==> config.mk <==
export PLATFORM = sky130hd
export DESIGN_NAME = tad_top
export DESIGN_NICKNAME = d
export VERILOG_FILES = /design/src/hw/tad_pkg.sv /design/src/hw/tad_qual_if.sv /design/src/hw/tad_top.sv /design/src/hw/tad_qualify.sv
export SDC_FILE = /design/constraint.sdc
export NUM_CORES = 1
export LEC_CHECK = 0
export BUFFER_PORTS_ARGS = -buffer_cell sky130_fd_sc_hd__buf_2
export CAP_MARGIN = 15
export CELL_PAD_IN_SITES_DETAIL_PLACEMENT = 1
export CELL_PAD_IN_SITES_GLOBAL_PLACEMENT = 1
export CORE_AREA = 2 2 151 153
export DETAILED_ROUTE_END_ITERATION = 12
export DIE_AREA = 0 0 153 155
export PLACE_DENSITY = 0.68
export REMOVE_ABC_BUFFERS = 1
export SLEW_MARGIN = 30
export SYNTH_ARGS = -nofsm -noshare
export SYNTH_HDL_FRONTEND = slang
export SYNTH_SLANG_ARGS = --single-unit
==> constraint.sdc <==
create_clock -name SYS_CLK -period 13.2 [get_ports SYS_CLK]
set_input_delay 2.64 -clock SYS_CLK [delete_from_list [all_inputs] [get_ports SYS_CLK]]
set_output_delay 2.64 -clock SYS_CLK [all_outputs]
set_load 0.05 [all_outputs]
==> src/hw/tad_pkg.sv <==
// shared constants and types for the tone alert detect status block
package tad_pkg;

	localparam int CLK_HZ = 100_000_000;

	// typical timings, in ms
	localparam int CW_DETECT_MS   = 42;
	localparam int CW_RELEASE_MS  = 26;
	localparam int DT_DETECT_MS   = 30;
	localparam int DT_RELEASE_MS  = 30;

	localparam int CW_DETECT_CYC  = CW_DETECT_MS * (CLK_HZ / 1000);
	localparam int CW_RELEASE_CYC = CW_RELEASE_MS * (CLK_HZ / 1000);
	localparam int DT_DETECT_CYC  = DT_DETECT_MS * (CLK_HZ / 1000);
	localparam int DT_RELEASE_CYC = DT_RELEASE_MS * (CLK_HZ / 1000);

	// dial tone band periods in cycles, nominal frequency within the tolerance
	localparam int DT_LO_HZ      = 350;
	localparam int DT_HI_HZ      = 440;
	localparam int DT_TOL_PCT    = 2;
	localparam int DT_LO_PER_MIN = (CLK_HZ / (DT_LO_HZ * (100 + DT_TOL_PCT))) * 100;
	localparam int DT_LO_PER_MAX = (CLK_HZ / (DT_LO_HZ * (100 - DT_TOL_PCT))) * 100;
	localparam int DT_HI_PER_MIN = (CLK_HZ / (DT_HI_HZ * (100 + DT_TOL_PCT))) * 100;
	localparam int DT_HI_PER_MAX = (CLK_HZ / (DT_HI_HZ * (100 - DT_TOL_PCT))) * 100;
	// in-range periods in a row before a band counts as present
	localparam int DT_GOOD_N     = 3;
	localparam int PER_W         = 20;

	localparam int CNT_W = 32;

	// wishbone word addresses (byte offsets)
	localparam logic [3:0] ADDR_POWER_CTRL = 4'h0;
	localparam logic [3:0] ADDR_TONE_PWR   = 4'h4;
	localparam logic [3:0] ADDR_STATUS     = 4'h8;
	localparam logic [3:0] ADDR_IRQ_STAT   = 4'hc;

	localparam int ADDR_IRQ_MASK_I = 16;

	// field positions
	localparam int CW_PWR_BIT  = 7;
	localparam int CW_FLAG_BIT = 7;
	localparam int DT_PWR_BIT  = 5;
	localparam int DT_FLAG_BIT = 5;
	localparam int OPT_DT_BIT  = 2;

	// irq status bits: cw detect, cw release, dt detect, dt release
	localparam int IRQ_W = 4;

	localparam logic [7:0] STATUS_RST = 8'hff;

	typedef enum logic [1:0] {TAD_IDLE, TAD_QUAL, TAD_ON, TAD_REL} tad_qstate_t;

endpackage

==> src/hw/tad_qual_if.sv <==
// interface between the top and one tone qualifier
`timescale 1ns/100ps
`default_nettype none
interface tad_qual_if;
	logic enable;
	logic tone_ok;
	logic detect_n;
	logic rise;
	logic fall;
	modport ctl (output enable, output tone_ok, input detect_n, input rise, input fall);
	modport qual (input enable, input tone_ok, output detect_n, output rise, output fall);
endinterface
`default_nettype wire

==> src/hw/tad_top.sv <==
// two tone detectors with power bits, status flags, irq and wishbone slave
//
// How it works
// - the call-waiting detector runs only while power control bit 7 is set.
// - the call-waiting result reads back as bit 7 of the tone status register.
// - the call-waiting flag idles high and goes low only while both tones are present.
// - the call-waiting flag falls 42 ms after a dual tone starts and rises 26 ms after it ends.
// - setting bit 5 of the tone power register powers and enables the dial tone detector.
// - the enabled dial tone detector drives status bit 5 low on 350 plus 440 Hz.
// - the dial tone is qualified by band frequency counting and then a timing check.
// - the dial tone flag goes low 30 ms after a qualifying tone appears.
// - the dial tone flag returns high 30 ms after the qualifying tone disappears.
// - writing 0 to the dial tone power bit powers it down, writing 1 powers it up.
// - the active low option bit 2 enables the dial tone function, a 1 makes it unavailable.
//
// The implementer's own choices: the Wishbone slave port and the register offsets.
`timescale 1ns/100ps
`default_nettype none
module tad_top
	import tad_pkg::*;
#(
	parameter int CW_DET_CYC = CW_DETECT_CYC,
	parameter int CW_REL_CYC = CW_RELEASE_CYC,
	parameter int DT_DET_CYC = DT_DETECT_CYC,
	parameter int DT_REL_CYC = DT_RELEASE_CYC,
	parameter int DT_LO_PMIN = DT_LO_PER_MIN,
	parameter int DT_LO_PMAX = DT_LO_PER_MAX,
	parameter int DT_HI_PMIN = DT_HI_PER_MIN,
	parameter int DT_HI_PMAX = DT_HI_PER_MAX
) (
	// clock and reset
	input  wire logic        SYS_CLK,
	input  wire logic        RESETN,
	// wishbone slave
	input  wire logic        WB_CYC_I,
	input  wire logic        WB_STB_I,
	input  wire logic        WB_WE_I,
	input  wire logic [4:0]  WB_ADR_I,
	input  wire logic [3:0]  WB_SEL_I,
	input  wire logic [31:0] WB_DAT_I,
	output logic      [31:0] WB_DAT_O,
	output logic             WB_ACK_O,
	// analog front end level detectors
	input  wire logic        CW_TONE_LO,
	input  wire logic        CW_TONE_HI,
	input  wire logic        DT_BAND_LO,
	input  wire logic        DT_BAND_HI,
	// factory option word bit, active low
	input  wire logic        DIAL_TONE_OPTION_N,
	// detector power outputs to the analog side
	output logic             CW_POWER_ON,
	output logic             DT_POWER_ON,
	// interrupt
	output logic             IRQ
);
	import tad_pkg::*;

	typedef struct packed {
		logic [7:0]       power_control_reg;
		logic [7:0]       tone_power_ctrl_reg;
		logic [IRQ_W-1:0] irq_stat;
		logic [IRQ_W-1:0] irq_mask;
		logic             ack;
		logic [31:0]      dat;
		logic [1:0]       band_d;
		logic [1:0][PER_W-1:0] per;
		logic [1:0][1:0]  good;
		logic             opt_n;
	} tad_top_t;

	tad_top_t s_r;
	tad_top_t s_nxt;
	logic     rst_n;

	// reset release through two flip-flops, kept outside the state struct
	logic [1:0] rsync_r;
	always_ff @(posedge SYS_CLK or negedge RESETN) begin
		if (!RESETN) begin
			rsync_r <= 2'b00;
		end else begin
			rsync_r <= {rsync_r[0], 1'b1};
		end
	end
	assign rst_n = rsync_r[1];

	tad_qual_if cw_if ();
	tad_qual_if dt_if ();

	logic       cw_en;
	logic       dt_en;
	logic [7:0] status;
	logic [IRQ_W-1:0] ev;
	logic       req;
	logic [1:0] band;
	logic [1:0][PER_W-1:0] pmin;
	logic [1:0][PER_W-1:0] pmax;

	assign cw_en = s_r.power_control_reg[CW_PWR_BIT];
	// option sampled after reset release; a 1 keeps the function off
	assign dt_en = s_r.tone_power_ctrl_reg[DT_PWR_BIT] & ~s_r.opt_n;

	assign cw_if.enable  = cw_en;
	assign cw_if.tone_ok = CW_TONE_LO & CW_TONE_HI;
	assign dt_if.enable  = dt_en;
	// both bands must hold a run of in-range periods
	assign dt_if.tone_ok = (s_r.good[0] == 2'(DT_GOOD_N)) && (s_r.good[1] == 2'(DT_GOOD_N));

	tad_qualify #(.DET_CYC(CW_DET_CYC), .REL_CYC(CW_REL_CYC)) u_cw (
		.clk   (SYS_CLK),
		.rst_n (rst_n),
		.q     (cw_if.qual)
	);

	tad_qualify #(.DET_CYC(DT_DET_CYC), .REL_CYC(DT_REL_CYC)) u_dt (
		.clk   (SYS_CLK),
		.rst_n (rst_n),
		.q     (dt_if.qual)
	);

	// qualifiers hold flags high while disabled
	always_comb begin
		status              = STATUS_RST;
		status[CW_FLAG_BIT] = cw_if.detect_n;
		status[DT_FLAG_BIT] = dt_if.detect_n;
	end

	assign ev  = {dt_if.rise, dt_if.fall, cw_if.rise, cw_if.fall};
	assign req = WB_CYC_I & WB_STB_I & ~s_r.ack;
	assign band = {DT_BAND_HI, DT_BAND_LO};
	assign pmin = {PER_W'(DT_HI_PMIN), PER_W'(DT_LO_PMIN)};
	assign pmax = {PER_W'(DT_HI_PMAX), PER_W'(DT_LO_PMAX)};

	always_comb begin
		s_nxt          = s_r;
		s_nxt.ack      = req;
		s_nxt.opt_n    = DIAL_TONE_OPTION_N;

		// band period check; a missing edge drops the band within one period
		for (int b = 0; b < 2; b++) begin
			s_nxt.band_d[b] = band[b];
			if (!dt_en) begin
				s_nxt.per[b]  = '0;
				s_nxt.good[b] = '0;
			end else if (band[b] && !s_r.band_d[b]) begin
				s_nxt.per[b] = PER_W'(1);
				if (s_r.per[b] >= pmin[b] && s_r.per[b] <= pmax[b]) begin
					if (s_r.good[b] != 2'(DT_GOOD_N)) begin
						s_nxt.good[b] = s_r.good[b] + 1'b1;
					end
				end else begin
					s_nxt.good[b] = '0;
				end
			end else if (s_r.per[b] > pmax[b]) begin
				s_nxt.good[b] = '0;
			end else begin
				s_nxt.per[b] = s_r.per[b] + 1'b1;
			end
		end

		// register writes, low byte lane only
		s_nxt.dat = '0;
		if (req && WB_WE_I && WB_SEL_I[0]) begin
			if (WB_ADR_I == 5'(ADDR_POWER_CTRL)) begin
				s_nxt.power_control_reg = WB_DAT_I[7:0];
			end else if (WB_ADR_I == 5'(ADDR_TONE_PWR)) begin
				s_nxt.tone_power_ctrl_reg = WB_DAT_I[7:0];
			end else if (WB_ADR_I == 5'(ADDR_IRQ_MASK_I)) begin
				s_nxt.irq_mask = WB_DAT_I[IRQ_W-1:0];
			end
		end
		if (req && !WB_WE_I) begin
			if (WB_ADR_I == 5'(ADDR_POWER_CTRL)) begin
				s_nxt.dat[7:0] = s_r.power_control_reg;
			end else if (WB_ADR_I == 5'(ADDR_TONE_PWR)) begin
				s_nxt.dat[7:0] = s_r.tone_power_ctrl_reg;
			end else if (WB_ADR_I == 5'(ADDR_STATUS)) begin
				s_nxt.dat[7:0] = status;
			end else if (WB_ADR_I == 5'(ADDR_IRQ_STAT)) begin
				s_nxt.dat[IRQ_W-1:0] = s_r.irq_stat;
			end else if (WB_ADR_I == 5'(ADDR_IRQ_MASK_I)) begin
				s_nxt.dat[IRQ_W-1:0] = s_r.irq_mask;
			end
		end

		// sticky events, write one to clear, set wins
		if (req && WB_WE_I && WB_SEL_I[0] && WB_ADR_I == 5'(ADDR_IRQ_STAT)) begin
			s_nxt.irq_stat = s_r.irq_stat & ~WB_DAT_I[IRQ_W-1:0];
		end
		s_nxt.irq_stat = s_nxt.irq_stat | ev;
	end

	always_ff @(posedge SYS_CLK or negedge rst_n) begin
		if (!rst_n) begin
			s_r         <= '0;
			s_r.opt_n   <= 1'b1;
		end else begin
			s_r <= s_nxt;
		end
	end

	assign WB_DAT_O    = s_r.dat;
	assign WB_ACK_O    = s_r.ack;
	assign CW_POWER_ON = cw_en;
	assign DT_POWER_ON = dt_en;
	assign IRQ         = |(s_r.irq_stat & s_r.irq_mask);
endmodule
`default_nettype wire

==> src/hw/tad_qualify.sv <==
// detect and release delay qualifier with an active low flag
`timescale 1ns/100ps
`default_nettype none
module tad_qualify
	import tad_pkg::*;
#(
	parameter int DET_CYC = 1000,
	parameter int REL_CYC = 1000
) (
	// clock and reset
	input wire logic   clk,
	input wire logic   rst_n,
	// link to the top
	tad_qual_if.qual   q
);
	typedef struct packed {
		tad_qstate_t      st;
		logic [CNT_W-1:0] cnt;
		logic             det_n;
		logic             rise;
		logic             fall;
	} tad_qual_t;

	tad_qual_t s_r;
	tad_qual_t s_nxt;

	always_comb begin
		s_nxt      = s_r;
		s_nxt.rise = 1'b0;
		s_nxt.fall = 1'b0;
		if (!q.enable) begin
			s_nxt.st    = TAD_IDLE;
			s_nxt.cnt   = '0;
			s_nxt.det_n = 1'b1;
		end else begin
			unique case (s_r.st)
				TAD_IDLE: begin
					s_nxt.cnt = '0;
					if (q.tone_ok) begin
						s_nxt.st = TAD_QUAL;
					end
				end
				TAD_QUAL: begin
					if (!q.tone_ok) begin
						s_nxt.st = TAD_IDLE;
					end else if (s_r.cnt >= CNT_W'(DET_CYC - 2)) begin
						s_nxt.st    = TAD_ON;
						s_nxt.det_n = 1'b0;
						s_nxt.fall  = 1'b1;
						s_nxt.cnt   = '0;
					end else begin
						s_nxt.cnt = s_r.cnt + 1'b1;
					end
				end
				TAD_ON: begin
					s_nxt.cnt = '0;
					if (!q.tone_ok) begin
						s_nxt.st = TAD_REL;
					end
				end
				TAD_REL: begin
					if (q.tone_ok) begin
						s_nxt.st  = TAD_ON;
						s_nxt.cnt = '0;
					end else if (s_r.cnt >= CNT_W'(REL_CYC - 2)) begin
						s_nxt.st    = TAD_IDLE;
						s_nxt.det_n = 1'b1;
						s_nxt.rise  = 1'b1;
						s_nxt.cnt   = '0;
					end else begin
						s_nxt.cnt = s_r.cnt + 1'b1;
					end
				end
			endcase
		end
	end

	always_ff @(posedge clk or negedge rst_n) begin
		if (!rst_n) begin
			s_r <= '{st: TAD_IDLE, cnt: '0, det_n: 1'b1, rise: 1'b0, fall: 1'b0};
		end else begin
			s_r <= s_nxt;
		end
	end

	assign q.detect_n = s_r.det_n;
	assign q.rise     = s_r.rise;
	assign q.fall     = s_r.fall;
endmodule
`default_nettype wire

**After elaboration in Yosys (flattened, before gate mapping)**

Cells that the tools add are included.

- Output and inout port bits: 36
- Flip-flop bits (word level): 156
- Logic and storage cells: 176

- Bitwise gates (word level): 12
- Reduce and logical (&&, ||, !) cells: 25
- Add/subtract/negate cells: 6
- Equal/unequal tests: 38
- Muxes and demuxes: 63
- $lt $le $gt $ge: 9

Operator list:

| operator | number |
|---|---|
| $pmux 34 s4 | 2 |
| $mux 20 | 6 |
| $mux 32 | 3 |
| $mux 35 | 2 |
| $mux 34 | 2 |
| $mux 33 | 2 |
| $add 32x1->32 const B | 2 |
| $ge 32x22->1 const B | 2 |
| $mux 2 | 26 |
| $add 20x1->20 const B | 2 |
| $ne 3x3->1 const B | 13 |
| $ge 32x23->1 const B | 1 |
| $mux 8 | 3 |
| $ge 20x18->1 const B | 1 |
| $ge 20x19->1 const B | 1 |
| $gt 20x18->1 const B | 1 |
| $gt 20x19->1 const B | 1 |
| $le 20x18->1 const B | 1 |
| $le 20x19->1 const B | 1 |
| $mux 4 | 5 |
| $ne 4x4->1 const B | 5 |
| $eq 2x2->1 const B | 6 |
| $ne 3x2->1 const B | 4 |
| $reduce_and 4->1 | 3 |
| 23 further kinds | 58 |

**Depth between registers and ports, before layout**

Gate-level depths: netlist of the first run.

- Depth after elaboration: 7
- Mapped depth: 10
- Gate-level depth less buffers: 8

**Hierarchy**

From an unflattened synthesis of the first run, not the netlist that was laid out.

- Cells, all modules: 863
- Area total of the unflattened synthesis: 8486.9 um2

Modules (own cells, without submodules):

| module | times used | cells an instance | sequential area each (um2) | area each (um2) |
|---|---|---|---|---|
| tad_top | 1 | 468 | 2053.2 | 4453.0 |
| tad_qualify (u_cw) | 1 | 201 | 927.1 | 2137.0 |
| tad_qualify (u_dt) | 1 | 194 | 927.1 | 1896.8 |

**Worst setup path after synthesis of the first run**

OpenSTA, ideal clock, no wires.

- Path type: input to register
- From: in WB_ADR_I[4]
- To: reg s_r[88] (netlist bit)
- Stages on the path: 5
- Path slack: 9.190 ns
- Data arrival time: 3.886 ns
- Path buffers: 1
- Path through: nor4_1 -> and2_1 -> clkbuf_1 -> nand2_1 -> mux2_2

- Word-level cells in the longest chain between the ends: 3
- Elaborated cells on any way between the ends: 4
- Those cells by class: eq/ne: 1; bitwise: 1; reduce/logical: 2

RTL lines:

| item | RTL line | RTL |
|---|---|---|
| start, declared | tad_top.sv:38 | `input wire logic [4:0] WB_ADR_I,` |
| $logic_not 5->1 | tad_top.sv:163 | `if (WB_ADR_I == 5'(ADDR_POWER_CTRL)) begin` |
| $not 1->1 (no source line) | n/a |  |
| $reduce_and 3->1 (no source line) (*) | n/a |  |
| end signal, assigned | tad_top.sv:197 | `s_r <= s_nxt;` |
| end, declared | tad_top.sv:71 | `tad_top_t s_r;` |

Mark *: on every way between the ends. The rest lies on a longest branch, timed or not.
A chain may end at the register's enable or synchronous reset.

**Worst setup path after layout of the first run**

- From: reg s_r[0] (netlist bit)
- To: out DT_POWER_ON

- Word-level cells in the longest chain between the ends: 2

RTL lines:

| item | RTL line | RTL |
|---|---|---|
| $not 1->1 | tad_top.sv:100 | `assign dt_en = s_r.tone_power_ctrl_reg[DT_PWR_BIT] & ~s_r.opt_n;` |
| $and 1x1->1 | tad_top.sv:100 |  |
| end, declared | tad_top.sv:52 | `output logic DT_POWER_ON,` |

No other way between the ends.

==> reports/results.ini, run 1 <==
[power_and_ir_drop]
p_leak_nw = 4.035
power.density_nw_per_um2 = 112.4
ir_worst_vdd_mv = 0.05979
power_w = 0.001029

[setup_path]
path_delay_family = buffers and inverters
reg2reg_setup_slack_ns = 10.57
crit_path_max_fanout = 14
path_depth = 3
reg2reg_to = u_dt.s_r[6]
reg2reg_from = u_dt.s_r[3]
crit_path_start = s_r[0]
path_buf_inv = 2
worstSetupEndpointType = output pin
worstSetupPathType = reg -> out
critical_path.slowest_cell = dfstp_2
reg2reg_depth = 8
startpoint_type = register
worstSetupEndpoint = DT_POWER_ON
critPathMaxStageDelay_ns = 0.52
cp.required_ns = 10.56
crit_chain = nand2b_1 -> inv_1 -> buf_2
worstPathArrival_ns = 1.96

[detailed_routing]
drc = 0
top_layer_used = met4
vias = 6552
viasPerCell = 5.460
ant_nets = 0
wl_met2_mm = 9.812
met1_length_mm = 9.312
wl_per_cell_um = 16.41
detail_route.iter0.violations = 293
routed_wl_mm = 19.70
met3_length_um = 410
dr.pass1.iters = 5

[timing]
fin_crit_sh_pct = 34.84
period_needed_ns = 4.599
fin_ws_ns = 8.601
hold_violations = 0
tightest_slew_ns = 0.8575
hold_ws_ns = 0.1241
drv_slew = 0
relSlewSlack_pct = 42.84
rsz0062_at_grt = no
finalSetupViolations = 0
fmax_mhz = 217.4
skew_ns = 0.01273
final.setup.tns_ns = 0

[logic_synthesis]
synth-seq-area-share_pct = 47.50
synthArstFlopShare_pct = 100.0
synth_compound_area_share_pct = 15.01
netlist_instances = 887
synth.distinct_cells = 66
netlist.area_leader.share_pct = 46.54
synth_xor_area_share_pct = 1.597
synth_ff_type = dfrtp_1
synth_edf_count = 0
synth_mux_area_share_pct = 3.741
synth_area_leaders = dfrtp_1 (47%), nand2_1 (4.3%), a21oi_1 (3.8%), o21ai_0 (3.4%), mux2_2 (3.0%)
synth.avg_cell_area_um2 = 9.275
synth_top_family_by_area = simple AND/OR/NAND/NOR gates
netlist_area_um2 = 8227
yosys.area_share.simple_pct = 24.61
synth-warning-count = 0
synth_fa_ha_area_share_pct = 1.521
ys_ff_latch = 156
synth_top_area_cell = dfrtp_1

[floorplanning]
die_h_um = 155
die-area_um2 = 23720
core_area_um2 = 22230
fp.dieW_um = 153
initial_core_util_pct = 37.01
ios = 87
rows = 55

[global_routing]
overflow = 0
gr-usage-all-layers_pct = 17.26
grt_max_degree = 83
grt_pass1_vias = 6730
grt_pass1_wl_mm = 33.81
antenna_found_initial = 0

[clock_network]
htreeDepth = 4
cts_root_buf = clkbuf_16
cts_resized = 0
numCtsBuffers = 17
clk_pin_slew_ns = 0.08
cts_sinks = 156
post_cts_buffers = 0
worstSkewPairLatency_ns = 0.43
cts_tree = yes
cts_hold_buf = 0
clk_path_buf_depth = 2

[layout]
nets = 963
antennaDiodeCount = 0
syn_to_final_growth_pct = 11.32
drive_gt1_share_pct = 13.77

[placement]
dpl.hpwl_mm = 13.09
place_ws_ns = 8.744
place_congestion = 0.7402
io_buffers = 35

[run_status]
status = completed

[hold_path]
hold_class = reg -> async

[run]
cap_violations = 0

==> area by class of cell <==
class                      count  area [um2]
inverter                      25       93.84
clock inverter                15       186.4
fill                        2547       13070
clock buffer                  17       425.4
sequential                   156        3911
multi-input combinational    660        3953
tap                          285       356.6
timing repair buffer          42       231.5
==> logic make-up (layout without fill, tap and decap cells) <==
family / after synthesis / count (layout)
simple gates: 381 / 381
buf+inv: 94 / 99
flops: 156 / 156
fa+ha+maj: 10 / 10
other cells: 2 / 25
mux: 28 / 28
xor+xnor: 15 / 15
compound gates: 201 / 201
==> cells in the mapped netlist, types with 7 or more instances <==
cell type,n
dfrtp_1,153
nand2_1,95
a21oi_1,62
o21ai_0,56
nor2_1,51
nand3_1,45
buf_4,32
and2_1,29
clkbuf_1,29
and3_1,28
nor3_1,28
inv_1,25
mux2_2,22
or3_1,21
nand4_1,19
xnor2_1,15
a211oi_1,14
a21o_1,13
nor4_1,11
ha_1,10
or2_2,9
a31oi_1,8
and4_1,7
or4_1,7
==> per-stage QoR <==
stage	area, um2	cells	utilization [%]
after floorplan	7919	841	-
after global placement	8529	1168	38.37
after detailed placement	8541	1168	38.42
after CTS	9153	1200	41.18
after global routing	9158	1200	41.20
final	9158	1200	41.20
==> worst register-to-register path: stages, from the launching register on <==
cell,delay [ns]
dfrtp_1,0.43
inv_1,0.07
ha_1,0.18
o21ai_0,0.21
o211ai_1,0.13
a2111o_1,0.59
a21oi_4,0.59
a21oi_1,0.13
o21ai_0,0.20
==> worst min path at each step <==
stage                             to  slack (ns)  cells past startpoint
after global routing        s_r[100]        0.13                      0
after floorplan           rsync_r[1]        0.33                      0
final                        s_r[94]        0.12                      0
after CTS                    s_r[94]        0.13                      0
after detailed placement     s_r[92]        0.12                      0
after global placement      s_r[102]        0.12                      0
==> flip-flops by register name, summed over array words and instances (netlist names) <==
register	count
s_r	70
u_cw.s_r	34
u_dt.s_r	34
WB_DAT_O	8
rsync_r	2
CW_POWER_ON	1
WB_ACK_O	1
u_cw.q.detect_n	1
u_cw.q.fall	1
u_cw.q.rise	1
u_dt.q.detect_n	1
u_dt.q.fall	1
u_dt.q.rise	1
==> layer usage <==
layer	track usage (%)	up-vias
met5	0	-
met1	22.43	3319
met3	3.454	12
li1	-	3171
met2	29.87	50
met4	3.924	0
==> placed cells by master (no fill, tap or decap), types with 13 or more instances in the layout <==
master / n
a211oi_1: 14
a21o_1: 13
a21oi_1: 62
and2_1: 29
and3_1: 28
buf_2: 35
clkbuf_16: 17
conb_1: 25
dfrtp_1: 152
inv_1: 25
mux2_2: 22
nand2_1: 95
nand3_1: 44
nand4_1: 19
nor2_1: 51
nor3_1: 26
o21ai_0: 56
or3_1: 21
xnor2_1: 15
==> power breakdown <==
group	switching [W]	total, W	internal, W
registers	0.00000270	0.000484	0.000482
logic	0.0000353	0.0000433	0.00000804
clock network	0.000243	0.000502	0.000258
total	0.000281	0.00103	0.000748
Power figures use the tool's default switching activity.
==> run 2, diff against run 1 <==
- clock period: 13.2 -> 4.7 ns (I/O delays scaled with it)
==> run 2 against run 1 <==
Register-to-register slack got worse by 8.5 ns. Non-clock buffer count did not move. Cell area rose by 0.22%. Combinational power rose to 2.8 times the previous value. Clock skew fell by 0.0048 ns. Die area did not move. Setup slack got worse by 6.8 ns. Wire length fell by 1.6%. Via count fell by 0.53%.
==> reports/results.ini, run 2 (same netlist as run 1, synthesis figures left out) <==
[floorplanning]
rows = 55  ; unchanged
initial_core_util_pct = 37.01  ; unchanged
core_area_um2 = 22230  ; unchanged
die_h_um = 155  ; unchanged
ios = 87  ; unchanged
fp.dieW_um = 153  ; unchanged
die-area_um2 = 23720  ; unchanged

[placement]
dp_cells = 1167  ; was 1168
place_congestion = 0.7613  ; was 0.7402
io_buffers = 35  ; unchanged
place_ws_ns = 1.892  ; was 8.744 ns
dpl.hpwl_mm = 12.98  ; was 13.09 mm
placed_area_um2 = 8542  ; was 8541 um2

[power_and_ir_drop]
p_clk_share_pct = 48.8  ; was 48.7%
ir_worst_vdd_mv = 0.2116  ; was 0.05979 mV
swShare_pct = 24.59  ; was 27.34%
p_leak_nw = 4.040  ; was 4.035 nW
seq_power_share_pct = 47.0  ; about the same
p_int_w = 0.002188  ; was 0.0007479 W
pwr-share-comb_pct = 4.2  ; about the same
power.density_nw_per_um2 = 316.2  ; was 112.4 nW/um2
power.switching_w = 0.0007134  ; was 0.0002814 W

[layout]
n_fill_cell = 2572  ; was 2547
nets = 963  ; unchanged
instances_no_fill = 1200  ; unchanged
antennaDiodeCount = 0  ; unchanged
largest_register_ffs = 70  ; unchanged
syn_to_final_growth_pct = 11.56  ; was 11.32%
reg.largest.list = s_r (70), u_cw.s_r (34), u_dt.s_r (34)  ; unchanged
drive_gt1_share_pct = 13.77  ; unchanged
stdcell_area_um2 = 9178  ; was 9158 um2
layout_commonest_cell = dfrtp_1  ; unchanged
layout_common_cells = dfrtp_1 (152), nand2_1 (95), a21oi_1 (62), o21ai_0 (56), nor2_1 (51)  ; unchanged
top_register = s_r  ; unchanged

[setup_path]
worstPathArrival_ns = 1.99  ; was 1.96 ns
cp.required_ns = 3.76  ; was 10.56 ns
critical_path.slowest_cell = dfstp_2  ; unchanged
crit_chain = nand2b_1 -> inv_1 -> buf_2  ; unchanged
critPathMaxStageDelay_ns = 0.52  ; about the same
worstSetupEndpointType = output pin  ; unchanged
path_delay_family = buffers and inverters  ; unchanged
startpoint_type = register  ; unchanged
worstSetupPathType = reg -> out  ; unchanged
path_buf_inv = 2  ; unchanged
crit_path_max_fanout = 14  ; unchanged

[timing]
hold_violations = 0  ; unchanged
fin_ws_ns = 1.774  ; was 8.601 ns
tightest_slew_ns = 0.7860  ; was 0.8575 ns
period_needed_ns = 2.926
fmax_mhz = 341.7
fin_crit_sh_pct = 62.26
relSlewSlack_pct = 47.60  ; was 42.84%
finalSetupViolations = 0  ; unchanged
rsz0062_at_grt = no  ; unchanged
final.setup.tns_ns = 0  ; unchanged
drv_slew = 0  ; unchanged
skew_ns = 0.007945  ; was 0.01273 ns

[global_routing]
grt_use_met3_pct = 3.175  ; was 3.454%
grt_pass1_vias = 6754  ; was 6730
gr-usage-all-layers_pct = 17.12  ; was 17.26%
grt_util_met1_pct = 22.70  ; was 22.43%
antenna_found_initial = 0  ; unchanged
grt_max_degree = 88  ; was 83
grt_pass1_wl_mm = 33.80  ; was 33.81 mm
overflow = 0  ; unchanged
grt_use_met2_pct = 29.11  ; was 29.87%
busiest_layer = met2  ; unchanged

[detailed_routing]
dr.pass1.iters = 6  ; was 5
drc = 0  ; unchanged
routed_wl_mm = 19.38  ; was 19.70 mm
vias = 6517  ; was 6552
wl_per_cell_um = 16.15  ; was 16.41 um
detail_route.iter0.violations = 244  ; was 293
viasPerCell = 5.431  ; was 5.460
ant_nets = 0  ; unchanged

[clock_network]
cts_resized = 0  ; unchanged
worstSkewPairLatency_ns = 0.43  ; about the same
clk_pin_slew_ns = 0.07  ; was 0.08 ns
cts_root_buf = clkbuf_16  ; unchanged
clk_path_buf_depth = 2  ; unchanged
post_cts_buffers = 0  ; unchanged
cts_tree = yes  ; unchanged
cts_hold_buf = 0  ; unchanged
htreeDepth = 4  ; unchanged
cts_sinks = 156  ; unchanged
numCtsBuffers = 17  ; unchanged

[hold_path]
hold_class = reg -> async  ; unchanged

[run]
cap_violations = 0  ; unchanged

[run_status]
status = completed  ; unchanged

-- run 2: layout make-up --
type	count	area [um2]	share of cell area, %
clock buffers	18	439.2	4.785
clock inverters	14	157.7	1.718
inverters	25	93.84	1.022
multi-input cells	660	3959	43.14
flip-flops and latches	156	3911	42.62
well taps	285	356.6	3.885
repair buffers	42	260.3	2.836
-- run 2: layer usage --
| layer | vias up | wire length, um |
|---|---|---|
| li1 | 3167 | - |
| met4 | 0 | 151 |
| met1 | 3295 | 9195 |
| met5 | - | 0 |
| met2 | 47 | 9699 |
| met3 | 8 | 336 |
-- run 2: worst paths after layout --
kind                       slack [ns]  depth (start not counted)         endpoint    startpoint
max                              1.77                          3      DT_POWER_ON        s_r[0]
min                              0.23                          0     u_cw.s_r[29]    rsync_r[1]
max reg2reg                      2.03                          6     u_cw.s_r[25]  u_cw.s_r[30]
min reg2reg                      0.23                          0     u_cw.s_r[29]    rsync_r[1]
max in group asynchronous        3.66                          1  u_dt.q.detect_n    rsync_r[1]
min in group SYS_CLK             0.35                          0       rsync_r[1]    rsync_r[0]
-- run 2: metrics by stage --
stage | hold WS, ns | total power (W) | utilization (%)
floorplan | 0.3312 | 0.001471 | -
global placement | 0.3401 | 0.001508 | 38.40
detailed placement | 0.3387 | 0.001511 | 38.43
CTS | 0.2612 | 0.002940 | 41.11
global route | 0.2566 | 0.003004 | 41.29
finish | 0.2260 | 0.002902 | 41.29
-- run 2: worst register-to-register path, cell delays in order, from the launching register on --
cell	delay, ns
dfrtp_1	0.38
or4_4	0.54
nor4_4	0.32
o211ai_1	0.17
o22ai_2	0.59
nand2_1	0.33
o211ai_1	0.25
-- run 2: power groups by stage --
stage	Clock, W	Sequential, W	Combinational, W
5_1_grt	0.00151	0.00136	0.000134
3_5_place_dp	0	0.00140	0.000114
3_3_place_gp	0	0.00140	0.000112
2_1_floorplan	0	0.00141	0.0000658
4_1_cts	0.00146	0.00137	0.000114
6_report	0.00142	0.00136	0.000122
==> run 3, diff against run 2 <==
- clock period: 4.7 -> 2.7 ns (I/O delays scaled with it)
==> run 3 against run 2 <==
Global-route usage rose by 0.59 points. Die area did not move. Cell area rose by 1.2%. Register-to-register slack got worse by 1.7 ns. Utilization rose by 0.48 points. First-iteration DRC count rose by 29%. Count of clock-buffer cells in the layout fell by 1. Largest cell class unchanged.
==> reports/results.ini, run 3 (same netlist as run 1, synthesis figures left out) <==
[power_and_ir_drop]
power.switching_w = 0.001314  ; was 0.0007134 W
pwr-share-comb_pct = 4.2  ; about the same
ir_worst_vdd_mv = 0.3230  ; was 0.2116 mV
power.density_nw_per_um2 = 543.0  ; was 316.2 nW/um2
swShare_pct = 26.06  ; was 24.59%
p_int_w = 0.003728  ; was 0.002188 W
power_w = 0.005042  ; was 0.002902 W
p_leak_nw = 4.121  ; was 4.040 nW
seq_power_share_pct = 47.1  ; was 47.0%
p_clk_share_pct = 48.6  ; was 48.8%

[floorplanning]
initial_core_util_pct = 37.01  ; unchanged
core_area_um2 = 22230  ; unchanged
rows = 55  ; unchanged
ios = 87  ; unchanged
fp.dieW_um = 153  ; unchanged
die_h_um = 155  ; unchanged
die-area_um2 = 23720  ; unchanged

[layout]
layout_commonest_cell = dfrtp_1  ; unchanged
n_fill_cell = 2596  ; was 2572
syn_to_final_growth_pct = 12.87  ; was 11.56%
reg.largest.list = s_r (70), u_cw.s_r (34), u_dt.s_r (34)  ; unchanged
drive_gt1_share_pct = 15.22  ; was 13.77%
antennaDiodeCount = 0  ; unchanged
layout_common_cells = dfrtp_1 (152), nand2_1 (95), a21oi_1 (62), o21ai_0 (56), nor2_1 (51)  ; unchanged
stdcell_area_um2 = 9285  ; was 9178 um2
instances_no_fill = 1218  ; was 1200
nets = 981  ; was 963
top_register = s_r  ; unchanged
largest_register_ffs = 70  ; unchanged

[detailed_routing]
drc = 0  ; unchanged
detail_route.iter0.violations = 314  ; was 244
routed_wl_mm = 19.97  ; was 19.38 mm
dr.pass1.iters = 4  ; was 6
ant_nets = 0  ; unchanged
wl_per_cell_um = 16.39  ; was 16.15 um
viasPerCell = 5.445  ; was 5.431
vias = 6632  ; was 6517

[setup_path]
crit_path_max_fanout = 13  ; was 14
cp.required_ns = 3.06  ; was 3.76 ns
worstSetupEndpointType = register  ; was output pin
worstSetupPathType = reg -> reg  ; was reg -> out
worstPathArrival_ns = 2.77  ; was 1.99 ns
crit_path_start = u_dt.s_r[3]  ; was s_r[0]
startpoint_type = register  ; unchanged
reg2reg_from = u_dt.s_r[3]  ; was u_cw.s_r[30]

[clock_network]
htreeDepth = 4  ; unchanged
worstSkewPairLatency_ns = 0.43  ; about the same
cts_sinks = 156  ; unchanged
clk_pin_slew_ns = 0.07  ; about the same
numCtsBuffers = 17  ; unchanged
clk_path_buf_depth = 2  ; unchanged
cts_root_buf = clkbuf_16  ; unchanged
cts_resized = 0  ; unchanged
cts_tree = yes  ; unchanged

[global_routing]
grt_max_degree = 43  ; was 88
grt_pass1_wl_mm = 34.82  ; was 33.80 mm
gr-usage-all-layers_pct = 17.71  ; was 17.12%
overflow = 0  ; unchanged
grt_pass1_vias = 6934  ; was 6754
antenna_found_initial = 0  ; unchanged

[hold_path]
worstHoldStart = DIAL_TONE_OPTION_N
hold_class = in -> reg  ; was reg -> async

[timing]
relSlewSlack_pct = 50.67  ; was 47.60%
fmax_mhz = 414.8
rsz0062_at_grt = no  ; unchanged
period_needed_ns = 2.411
hold_violations = 0  ; unchanged
fin_crit_sh_pct = 89.28
drv_slew = 0  ; unchanged
tightest_slew_ns = 0.7343  ; was 0.7860 ns
skew_ns = 0.01057  ; was 0.007945 ns
finalSetupViolations = 0  ; unchanged

[placement]
placed_area_um2 = 8682  ; was 8542 um2
dpl.hpwl_mm = 13.56  ; was 12.98 mm
dp_cells = 1185  ; was 1167
io_buffers = 35  ; unchanged
place_congestion = 0.7724  ; was 0.7613

[run]
cap_violations = 0  ; unchanged

[run_status]
status = completed  ; unchanged

-- run 3: cell type report --
class | count | area (um2) | share of cell area, %
multi-input combinational | 660 | 3940 | 42.43
sequential | 156 | 3911 | 42.12
clock buffer | 17 | 425.4 | 4.582
timing repair buffer | 60 | 390.4 | 4.204
tap | 285 | 356.6 | 3.840
clock inverter | 15 | 167.7 | 1.806
inverter | 25 | 93.84 | 1.011
-- run 3: layer usage --
| metal | GRT usage (%) | share of wire [%] | vias to the layer above |
|---|---|---|---|
| met5 | 0 | 0 | - |
| met4 | 5.379 | 1.2 | 0 |
| met3 | 3.370 | 2.0 | 22 |
| met2 | 30.17 | 49 | 57 |
| met1 | 23.00 | 47 | 3355 |
| li1 | - | - | 3198 |
-- run 3: metrics by stage --
step | utilization [%] | setup TNS [ns] | hold slack [ns] | worst slack, ns
3_5_place_dp | 39.06 | 0 | 0.3256 | 0.2702
3_3_place_gp | 39.06 | 0 | 0.3252 | 0.3129
6_report | 41.77 | 0 | 0.2096 | 0.2893
5_1_grt | 41.77 | 0 | 0.1895 | 0.08937
2_1_floorplan | - | -304.80 | 0.2444 | -1.963
4_1_cts | 41.77 | 0 | 0.1921 | 0.2648
-- run 3: critical path, cell delays in order (launching register included) --
cell and delay [ns]:
dfrtp_1 0.42, inv_1 0.07, ha_1 0.18, o21ai_0 0.19
o211ai_1 0.15, a2111o_1 0.50, a21o_1 0.34, or3_1 0.40
o21ai_1 0.07
-- run 3: worst paths after layout --
check / slack (ns) / to / cells after the start
min in group asynchronous: 0.31 / s_r[95] / 0
max: 0.29 / u_dt.s_r[23] / 8
max in group asynchronous: 1.64 / u_dt.q.detect_n / 1
min reg2reg: 0.31 / s_r[95] / 0
max reg2reg: 0.29 / u_dt.s_r[23] / 8
min: 0.21 / s_r[0] / 1
-- run 3: power by group through the flow --
stage / registers (W) / logic [W] / clock network (W)
2_1_floorplan: 0.00245 / 0.000114 / 0
3_3_place_gp: 0.00242 / 0.000213 / 0
3_5_place_dp: 0.00242 / 0.000216 / 0
4_1_cts: 0.00238 / 0.000218 / 0.00253
5_1_grt: 0.00238 / 0.000234 / 0.00260
6_report: 0.00238 / 0.000213 / 0.00245
-- run 3: what timing repair did --
action | 4_1_cts | 5_1_grt
hold buffers | 1 | 0
endpoints found under the setup margin | 0 | 0
hold endpoints to repair | 2 | 0
buffers inserted | 0 | 0
